## config.mk

```make
export PLATFORM = sky130hd
export DESIGN_NAME = nvmpc_ctrl
export DESIGN_NICKNAME = d
export VERILOG_FILES = /design/src/include/nvmpc_pkg.sv /design/src/rtl/nvmpc_ctrl.sv
export VERILOG_INCLUDE_DIRS = /design/src /design/src/include
export SDC_FILE = /design/constraint.sdc
export NUM_CORES = 1
export LEC_CHECK = 0
export BUFFER_PORTS_ARGS = -buffer_cell sky130_fd_sc_hd__clkbuf_2
export CORE_UTILIZATION = 50
export CTS_BUF_LIST = sky130_fd_sc_hd__clkbuf_16
export DETAILED_ROUTE_END_ITERATION = 16
export PLACE_DENSITY_LB_ADDON = 0.12
export REMOVE_ABC_BUFFERS = 1
export SYNTH_ARGS = -nofsm -noshare
export SYNTH_HDL_FRONTEND = slang
export SYNTH_SLANG_ARGS = --single-unit
```

## constraint.sdc

```tcl
create_clock -name clk -period 3.1 [get_ports clk]
set_clock_uncertainty 0.2 [all_clocks]
set_input_delay 0.31 -clock clk [delete_from_list [all_inputs] [get_ports clk]]
set_output_delay 0.31 -clock clk [all_outputs]
set_load 0.1 [all_outputs]
```

## src/include/nvmpc_defs.svh

```systemverilog
// Offsets, field positions, reset values and timing counts of the NVM control block
`ifndef NVMPC_DEFS_SVH
`define NVMPC_DEFS_SVH
`define NVMPC_CTRL_OFS 14'h0007
`define NVMPC_OPT_OFS 14'h0100
`define NVMPC_MOR_OFS 14'h3DFE
`define NVMPC_CTRL_RST 8'h00
`define NVMPC_B_ELAT 5
`define NVMPC_B_EPGM 4
`define NVMPC_B_ECLK 3
`define NVMPC_B_ERA 2
`define NVMPC_B_LAT 1
`define NVMPC_B_PUMP 0
`define NVMPC_B_PROT 1
`define NVMPC_B_SEC 0
`define NVMPC_B_POR_DELAY_SELECT 4
`define NVMPC_B_WATCHDOG_AFTER_RESET 3
`define NVMPC_B_WATCHDOG_IN_WAIT 2
`define NVMPC_B_PORTB_PULLDOWN_OPTION 1
`define NVMPC_B_PORTC_PULLDOWN_OPTION 0
`define NVMPC_POR_SHORT 12'h010
`define NVMPC_POR_LONG 12'hFE0
`define NVMPC_EE_UPPER 14'h0120
`define NVMPC_EE_LAST 14'h01FF
`endif

```

## src/include/nvmpc_pkg.sv

```systemverilog
// Types of the NVM control block
package nvmpc_pkg;
  typedef enum logic [1:0]
  {
    NVMPC_ST_READ = 2'b00,
    NVMPC_ST_LOAD = 2'b10,
    NVMPC_ST_PROG = 2'b11
  } nvmpc_eprom_st_t;
endpackage

```

## src/rtl/nvmpc_ctrl.sv

```systemverilog
// NVM program/erase control with Avalon-MM register slave
`timescale 1ns/10ps
`default_nettype none
`include "nvmpc_defs.svh"
module nvmpc_ctrl #(
  parameter int ADDR_W = 14,
  parameter int NBYTES = 8
)(
  input wire logic clk,
  input wire logic nrst,
  input wire logic [ADDR_W-1:0] address,
  input wire logic read,
  input wire logic write,
  input wire logic [7:0] writedata,
  output logic [7:0] readdata,
  output logic waitrequest,
  input wire logic stop_entry,
  input wire logic wait_mode,
  input wire logic bootstrap_mode,
  input wire logic [ADDR_W-1:0] eprom_addr,
  input wire logic eprom_wr,
  input wire logic [7:0] eprom_wdata,
  input wire logic [7:0] eprom_rdata_raw,
  output logic [7:0] eprom_rdata,
  input wire logic [ADDR_W-1:0] eeprom_addr,
  input wire logic eeprom_wr,
  input wire logic [7:0] eeprom_wdata,
  input wire logic [7:0] factory_options_in,
  input wire logic [7:0] portb_dir,
  input wire logic [7:0] portc_dir,
  output logic [7:0] portb_pulldown,
  output logic [7:0] portc_pulldown,
  output logic [ADDR_W-1:0] eprom_prog_addr,
  output logic [NBYTES*8-1:0] eprom_prog_data,
  output logic [NBYTES-1:0] eprom_prog_mask,
  output logic eprom_prog_active,
  output logic [ADDR_W-1:0] eeprom_prog_addr,
  output logic [7:0] eeprom_prog_data,
  output logic eeprom_prog_active,
  output logic eeprom_erase_active,
  output logic eeprom_charge_pump_on,
  output logic por_release,
  output logic watchdog_enable,
  output logic security_lock
);
  logic eprom_latch_enable_ff;
  logic eprom_program_enable_ff;
  logic eclk_ff;
  logic eeprom_erase_select_ff;
  logic eeprom_latch_enable_ff;
  logic eeprom_pump_ff;
  logic eprom_loaded_ff;
  logic eeprom_loaded_ff;
  logic eeprom_blocked_ff;
  logic [ADDR_W-1:0] ep_addr_ff;
  logic [NBYTES*8-1:0] ep_data_ff;
  logic [NBYTES-1:0] ep_mask_ff;
  logic [ADDR_W-1:0] ee_addr_ff;
  logic [7:0] ee_data_ff;
  logic [7:0] opt_ff;
  logic [7:0] mor_ff;
  logic por_started_ff;
  logic [11:0] por_cnt_ff;
  logic por_release_ff;
  logic wd_after_ff;
  logic security_ff;
  logic wait_ff;
  logic [7:0] rdata_ff;
  logic [7:0] eprom_rdata_ff;
  logic [7:0] pdb_ff;
  logic [7:0] pdc_ff;
  logic wd_en_ff;
  logic sel_ctrl;
  logic sel_opt;
  logic sel_mor;
  logic ctrl_wr;
  logic ep_capture;
  logic ee_capture;
  logic ee_upper;
  logic protect_active;
  logic [7:0] nxt_rdata;
  nvmpc_pkg::nvmpc_eprom_st_t ep_state;

  assign sel_ctrl = (address == `NVMPC_CTRL_OFS);
  assign sel_opt = (address == `NVMPC_OPT_OFS);
  assign sel_mor = (address == `NVMPC_MOR_OFS);
  // Writes act only at the accept edge, when waitrequest is low
  assign ctrl_wr = write && !waitrequest && sel_ctrl;
  assign ep_state = nvmpc_pkg::nvmpc_eprom_st_t'({eprom_latch_enable_ff,
                                                  eprom_program_enable_ff});
  // Capture only in load state; page must match the first byte's page
  assign ep_capture = eprom_wr && (ep_state == nvmpc_pkg::NVMPC_ST_LOAD)
                      && (!eprom_loaded_ff
                          || eprom_addr[ADDR_W-1:3] == ep_addr_ff[ADDR_W-1:3]);
  assign ee_capture = eeprom_wr && eeprom_latch_enable_ff && !eeprom_pump_ff;
  assign ee_upper = (eeprom_addr >= `NVMPC_EE_UPPER) && (eeprom_addr <= `NVMPC_EE_LAST);
  // Protect bit is sampled live; bootstrap overrides it
  assign protect_active = !opt_ff[`NVMPC_B_PROT] && !bootstrap_mode;

  // One wait state on every access keeps read data registered
  always_ff @(posedge clk or negedge nrst)
  begin
    if (!nrst)
      wait_ff <= 1'b1;
    else
      wait_ff <= !((read || write) && wait_ff);
  end
  assign waitrequest = wait_ff;

  always_comb
  begin
    nxt_rdata = 8'h00;
    if (sel_ctrl)
      nxt_rdata = {2'b00, eprom_latch_enable_ff, eprom_program_enable_ff, eclk_ff,
                   eeprom_erase_select_ff, eeprom_latch_enable_ff, eeprom_pump_ff};
    else if (sel_opt)
      nxt_rdata = {6'h00, opt_ff[1:0]};
    else if (sel_mor)
      nxt_rdata = {3'h0, mor_ff[4:0]};
  end

  always_ff @(posedge clk or negedge nrst)
  begin
    if (!nrst)
      rdata_ff <= 8'h00;
    else if (read && wait_ff)
      rdata_ff <= nxt_rdata;
  end
  assign readdata = rdata_ff;

  // EPROM latch-enable and program-enable pair
  always_ff @(posedge clk or negedge nrst)
  begin
    if (!nrst)
    begin
      eprom_latch_enable_ff <= 1'b0;
      eprom_program_enable_ff <= 1'b0;
    end
    else if (stop_entry)
    begin
      eprom_latch_enable_ff <= 1'b0;
      eprom_program_enable_ff <= 1'b0;
    end
    else if (ctrl_wr)
    begin
      eprom_latch_enable_ff <= writedata[`NVMPC_B_ELAT];
      if (!writedata[`NVMPC_B_ELAT])
        eprom_program_enable_ff <= 1'b0;
      else if (writedata[`NVMPC_B_EPGM] && eprom_latch_enable_ff && eprom_loaded_ff)
        eprom_program_enable_ff <= 1'b1;
    end
  end

  always_ff @(posedge clk or negedge nrst)
  begin
    if (!nrst)
      eclk_ff <= 1'b0;
    else if (ctrl_wr)
      eclk_ff <= writedata[`NVMPC_B_ECLK];
  end

  // EPROM programming latches, one byte lane per low address
  always_ff @(posedge clk or negedge nrst)
  begin
    if (!nrst)
    begin
      eprom_loaded_ff <= 1'b0;
      ep_addr_ff <= '0;
    end
    else if (!eprom_latch_enable_ff)
      eprom_loaded_ff <= 1'b0;
    else if (ep_capture)
    begin
      eprom_loaded_ff <= 1'b1;
      ep_addr_ff <= eprom_addr;
    end
  end

  genvar gi;
  generate
    for (gi = 0; gi < NBYTES; gi++)
    begin : g_lane
      always_ff @(posedge clk or negedge nrst)
      begin
        if (!nrst)
        begin
          ep_data_ff[gi*8 +: 8] <= 8'h00;
          ep_mask_ff[gi] <= 1'b0;
        end
        else if (!eprom_latch_enable_ff)
          ep_mask_ff[gi] <= 1'b0;
        else if (ep_capture && eprom_addr[2:0] == 3'(gi))
        begin
          ep_data_ff[gi*8 +: 8] <= eprom_wdata;
          ep_mask_ff[gi] <= 1'b1;
        end
      end
    end
  endgenerate

  // Garbage while latched: reads show the array data inverted, not the latch image
  always_ff @(posedge clk or negedge nrst)
  begin
    if (!nrst)
      eprom_rdata_ff <= 8'h00;
    else if (eprom_latch_enable_ff)
      eprom_rdata_ff <= ~eprom_rdata_raw;
    else
      eprom_rdata_ff <= eprom_rdata_raw;
  end

  // EEPROM erase-select, latch and pump
  always_ff @(posedge clk or negedge nrst)
  begin
    if (!nrst)
    begin
      eeprom_latch_enable_ff <= 1'b0;
      eeprom_erase_select_ff <= 1'b0;
      eeprom_pump_ff <= 1'b0;
    end
    else if (stop_entry || (ctrl_wr && !writedata[`NVMPC_B_LAT]))
    begin
      eeprom_latch_enable_ff <= 1'b0;
      eeprom_erase_select_ff <= 1'b0;
      eeprom_pump_ff <= 1'b0;
    end
    else if (ctrl_wr)
    begin
      eeprom_latch_enable_ff <= 1'b1;
      if (!eeprom_loaded_ff)
        eeprom_erase_select_ff <= writedata[`NVMPC_B_ERA];
      if (writedata[`NVMPC_B_PUMP] && eeprom_latch_enable_ff && eeprom_loaded_ff)
        eeprom_pump_ff <= 1'b1;
    end
  end

  always_ff @(posedge clk or negedge nrst)
  begin
    if (!nrst)
    begin
      eeprom_loaded_ff <= 1'b0;
      eeprom_blocked_ff <= 1'b0;
      ee_addr_ff <= '0;
      ee_data_ff <= 8'h00;
    end
    else if (!eeprom_latch_enable_ff)
    begin
      eeprom_loaded_ff <= 1'b0;
      eeprom_blocked_ff <= 1'b0;
    end
    else if (ee_capture)
    begin
      eeprom_loaded_ff <= 1'b1;
      eeprom_blocked_ff <= ee_upper && protect_active;
      ee_addr_ff <= eeprom_addr;
      ee_data_ff <= eeprom_wdata;
    end
  end

  // Option image: array is outside, this holds the live copy
  always_ff @(posedge clk or negedge nrst)
  begin
    if (!nrst)
      opt_ff <= 8'h00;
    else if (!por_started_ff)
      opt_ff <= 8'h00;
    // Latched byte acts while the pump runs; programming only clears bits
    else if (eeprom_prog_active && ee_addr_ff == `NVMPC_OPT_OFS)
      opt_ff[1:0] <= opt_ff[1:0] & ee_data_ff[1:0];
    else if (eeprom_erase_active && ee_addr_ff == `NVMPC_OPT_OFS)
      opt_ff[1:0] <= 2'b11;
  end

  // Strap capture on the first clock after nrst rises; options then frozen until next reset
  always_ff @(posedge clk or negedge nrst)
  begin
    if (!nrst)
    begin
      por_started_ff <= 1'b0;
      mor_ff <= 8'h00;
      wd_after_ff <= 1'b0;
      security_ff <= 1'b0;
    end
    else if (!por_started_ff)
    begin
      por_started_ff <= 1'b1;
      mor_ff <= factory_options_in;
      wd_after_ff <= factory_options_in[`NVMPC_B_WATCHDOG_AFTER_RESET] && !bootstrap_mode;
      security_ff <= 1'b0;
    end
    else if (!por_release_ff)
      security_ff <= 1'b0;
  end

  // Reset pin hold count
  always_ff @(posedge clk or negedge nrst)
  begin
    if (!nrst)
    begin
      por_cnt_ff <= 12'h000;
      por_release_ff <= 1'b0;
    end
    else if (por_started_ff && !por_release_ff)
    begin
      por_cnt_ff <= por_cnt_ff + 12'h001;
      if (por_cnt_ff + 12'h001 >= (mor_ff[`NVMPC_B_POR_DELAY_SELECT] ? `NVMPC_POR_SHORT
                                                          : `NVMPC_POR_LONG))
        por_release_ff <= 1'b1;
    end
  end

  // Security-latched flag: set to one at strap capture, cleared only by reset
  logic sec_latched_ff;
  always_ff @(posedge clk or negedge nrst)
  begin
    if (!nrst)
      sec_latched_ff <= 1'b0;
    else if (!por_started_ff)
      sec_latched_ff <= 1'b1;
  end

  always_ff @(posedge clk or negedge nrst)
  begin
    if (!nrst)
    begin
      wd_en_ff <= 1'b0;
      pdb_ff <= 8'h00;
      pdc_ff <= 8'h00;
    end
    else
    begin
      wd_en_ff <= wd_after_ff && (!wait_mode || mor_ff[`NVMPC_B_WATCHDOG_IN_WAIT]);
      pdb_ff <= mor_ff[`NVMPC_B_PORTB_PULLDOWN_OPTION] ? ~portb_dir : 8'h00;
      pdc_ff <= mor_ff[`NVMPC_B_PORTC_PULLDOWN_OPTION] ? ~portc_dir : 8'h00;
    end
  end

  // Lock is the inverted bit from strap capture until reset release, then holds: the next reset clears the live copy, so a bit changed in run is lost
  logic lock_ff;
  always_ff @(posedge clk or negedge nrst)
  begin
    if (!nrst)
      lock_ff <= 1'b1;
    else if (por_started_ff && !sec_latched_ff)
      lock_ff <= 1'b1;
    else if (!por_release_ff && por_started_ff)
      lock_ff <= !factory_sec_in(opt_ff);
  end

  function automatic logic factory_sec_in(input logic [7:0] o);
    factory_sec_in = o[`NVMPC_B_SEC];
  endfunction

  assign eprom_rdata = eprom_rdata_ff;
  assign portb_pulldown = pdb_ff;
  assign portc_pulldown = pdc_ff;
  assign eprom_prog_addr = ep_addr_ff;
  assign eprom_prog_data = ep_data_ff;
  assign eprom_prog_mask = ep_mask_ff;
  assign eprom_prog_active = eprom_program_enable_ff;
  assign eeprom_prog_addr = ee_addr_ff;
  assign eeprom_prog_data = ee_data_ff;
  // Blocked upper-region access: pump bit stands but nothing reaches the array
  assign eeprom_prog_active = eeprom_pump_ff && !eeprom_erase_select_ff
                              && !eeprom_blocked_ff;
  assign eeprom_erase_active = eeprom_pump_ff && eeprom_erase_select_ff
                               && !eeprom_blocked_ff;
  assign eeprom_charge_pump_on = eeprom_pump_ff;
  assign por_release = por_release_ff;
  assign watchdog_enable = wd_en_ff;
  assign security_lock = lock_ff;
endmodule
`default_nettype wire

```

==> impl_metrics.env <==
export IMPL_status="finished, final reports clean"
export IMPL_dr_wl_met2_mm=9.457
export IMPL_critPathTopFamily="simple AND/OR/NAND/NOR gates"
export IMPL_slew_viol_final=0
export IMPL_avgSynthCellArea_um2=13.78
export IMPL_ir_drop_mv=0.3703
export IMPL_synth_area_mm2=0.007347
export IMPL_drc=0
export IMPL_placed_area_mm2=0.008808
export IMPL_synth_top_area_frac=0.5824
export IMPL_critPathArrivalTime_ps=2950
export IMPL_max_freq_mhz=349.2
export IMPL_hold_viol=0
export IMPL_path_clk_slew_ps=60
export IMPL_grt_max_degree=78
export IMPL_crit_path_end_kind="flop"
export IMPL_vias=5514
export IMPL_grt_pass1_vias=5718
export IMPL_groute_usage_overall=0.2528
export IMPL_wl_met3_mm=1.020
export IMPL_fin_setup_tns_ps=0
export IMPL_critical_path_class="flop to flop"
export IMPL_cp_depth=11
export IMPL_async_flop_share=1.000
export IMPL_cp_slowest_stage_delay_ps=420
export IMPL_period_share=0.9238
export IMPL_grt_pass1_wl_mm=28.83
export IMPL_clkLatencyLatePin_ps=420
export IMPL_multi_input_area_mm2=0.002915
export IMPL_rows=43
export IMPL_critPathBufInv=0
export IMPL_reg2regPathDepth=11
export IMPL_worstMarginPinSlew_ps=708.0
export IMPL_synthFlopType="dfrtp_1"
export IMPL_numCtsBuffers=17
export IMPL_relSlewSlack=0.5280
export IMPL_cts_num_sinks=173
export IMPL_cts_tree="built"
export IMPL_final_setup_viol_count=0
export IMPL_layout_area_seq_mm2=0.004332
export IMPL_synth_area_leaders="dfrtp_1 (58%), mux2_1 (6.7%), mux2_2 (5.4%)"
export IMPL_yosys_top_cells_count="dfrtp_1 (171), mux2_1 (44), nand2_1 (40), mux2_2 (35), xor2_1 (28)"
export IMPL_ys_seq_area_frac=0.5896
export IMPL_fillers=971
export IMPL_whs_path_depth=2
export IMPL_area_delta_synth_final_pct=38.81
export IMPL_place_gp_congestion=0.7843
export IMPL_core_mm2=0.01410
export IMPL_nets=991
export IMPL_period_minus_slack_ps=2864
export IMPL_path_max_fanout=5
export IMPL_ant_nets=0
export IMPL_antenna_found_initial=0
export IMPL_yosysTopAreaCell="dfrtp_1"
export IMPL_overflow=0
export IMPL_die_h_um=123.2
export IMPL_ios=255
export IMPL_cts_htree_levels=4
export IMPL_power_uw=5315
export IMPL_synth_distinct_cells=55
export IMPL_wl_met1_mm=7.457
export IMPL_synth_edff_count=0
export IMPL_post_cts_buffers=0
export IMPL_cp_required_ps=3190
export IMPL_post_synth_inst_count=533
export IMPL_io_buffer_count=247
export IMPL_synth_warning_count=0
export IMPL_crit_path_start_kind="flop"
export IMPL_dieWidth_um=123.2
export IMPL_yosys_register_bits=173
export IMPL_vias_per_cell=5.168
export IMPL_worst_hold_path_type="input port to flop"
export IMPL_drive_above_1_share=0.4160
export IMPL_drt_initial_drc_count=239
export IMPL_die_area_mm2=0.01518
export IMPL_crit_path_cell_trace="ha_1, nand3_1, nor2_4, and3_1, nand3_1, xnor2_1, ha_1, a21oi_1, nor2_1, a211oi_1, o21ai_0"
export IMPL_hpwl_mm=12.73
export IMPL_p_per_area_mw_per_mm2=521.1
export IMPL_stdcell_area_mm2=0.01020
export IMPL_dp_cells=957
export IMPL_routed_wl_mm=18.32
export IMPL_highest_layer="met4"
export IMPL_diodes=0
export IMPL_maxCapViolCount=0
export IMPL_total_leakage_power_uw=0.005493
export IMPL_synth_most_common_cell="dfrtp_1"
export IMPL_finalNonFillerCells=1067
export IMPL_first_pass_iters=4
export IMPL_slowest_stage="dfrtp_1"
export IMPL_start_util=0.5212
export IMPL_root_buffer="clkbuf_16"
export IMPL_clock_path_buffers=2
export IMPL_wl_per_cell_um=17.17
## kinds of logic after synthesis
group                    after synthesis  share of synthesized area
multiplexers                         107                     0.1769
flip-flops                           173                     0.5896
AND/OR/NAND/NOR                      144                     0.1173
AO/OA/AOI/OAI                         41                    0.03696
adder cells (fa/ha/maj)               10                    0.01703
other                                  2                   0.001022
buffers and inverters                 18                    0.01584
XOR/XNOR                              38                    0.04530
## through the flow
step,setup slack (ps),util,hold WS (ps)
3_3_place_gp,444.4,0.6249,175.1
6_report,236.1,0.7235,15.10
2_1_floorplan,34.46,-,-185.6
4_1_cts,193.0,0.7226,1.449
3_5_place_dp,268.4,0.6249,190.5
5_1_grt,-17.70,0.7235,17.92
## layout make-up
type | count | area share
inverter | 3 | 0.001104
sequential | 173 | 0.4247
tap | 180 | 0.02208
clock buffer | 17 | 0.04171
multi-input combinational | 343 | 0.2859
clock inverter | 15 | 0.01681
timing repair buffer | 336 | 0.2077
## sequential cells by signal, indices dropped and copies added, names as in the netlist, 2 cells and up
name              count
eprom_prog_data      64
eeprom_prog_addr     14
eprom_prog_addr      14
por_cnt_ff           12
eeprom_prog_data      8
eprom_prog_mask       8
eprom_rdata           8
portb_pulldown        8
portc_pulldown        8
readdata              6
mor_ff                5
opt_ff                2
## worst reg2reg max path, delay by kind of cell, from the launching register on
family | cells | cell delay, ps
and+or+nand+nor | 5 | 880
AOI/OAI and AO/OA | 3 | 540
adders and majority gates | 2 | 520
DFF | 1 | 420
xor gates and xnor gates | 1 | 190
## path summary, 6_finish.rpt
check / from / to / slack, ps
worst min register to register: sec_latched_ff / sec_latched_ff / 270
worst max-delay path: por_cnt_ff[0] / por_release / 240
worst min-delay path: eprom_wdata[6] / eprom_prog_data[38] / 20
min in group asynchronous: nrst / eprom_prog_data[11] / 280
max in group asynchronous: nrst / security_lock / 1640
worst max register to register: por_cnt_ff[0] / por_release / 240
## layer usage
metal  GRT usage  vias to the layer above
met4     0.09864                        0
met5           0                        -
li1            -                     2542
met1      0.2998                     2758
met2      0.4431                      179
met3     0.05904                       35
## cell usage in the layout, fill, tap and decap left out, drive strengths merged, types with 11 or more instances in the layout
cell type / netlist / routed
buf: 9 / 12
clkbuf: 6 / 263
dfrtp: 171 / 171
dlygate4sd3: 0 / 78
mux2: 105 / 105
nand2: 40 / 40
nor2: 20 / 20
nor2b: 23 / 23
o21ai: 11 / 11
xor2: 28 / 28
## timing repair
item,in CTS,in global routing
hold buffers,78,0
endpoints found under the setup margin,0,1
endpoints found under the hold margin,151,0
resized for setup,0,3
## power breakdown
| part | switching, uW | total, uW | internal [uW] |
|---|---|---|---|
| logic | 490 | 743 | 252 |
| registers | 87.7 | 2430 | 2340 |
| clock network | 881 | 2140 | 1260 |
No activity file was read; power rests on OpenSTA's default activity.
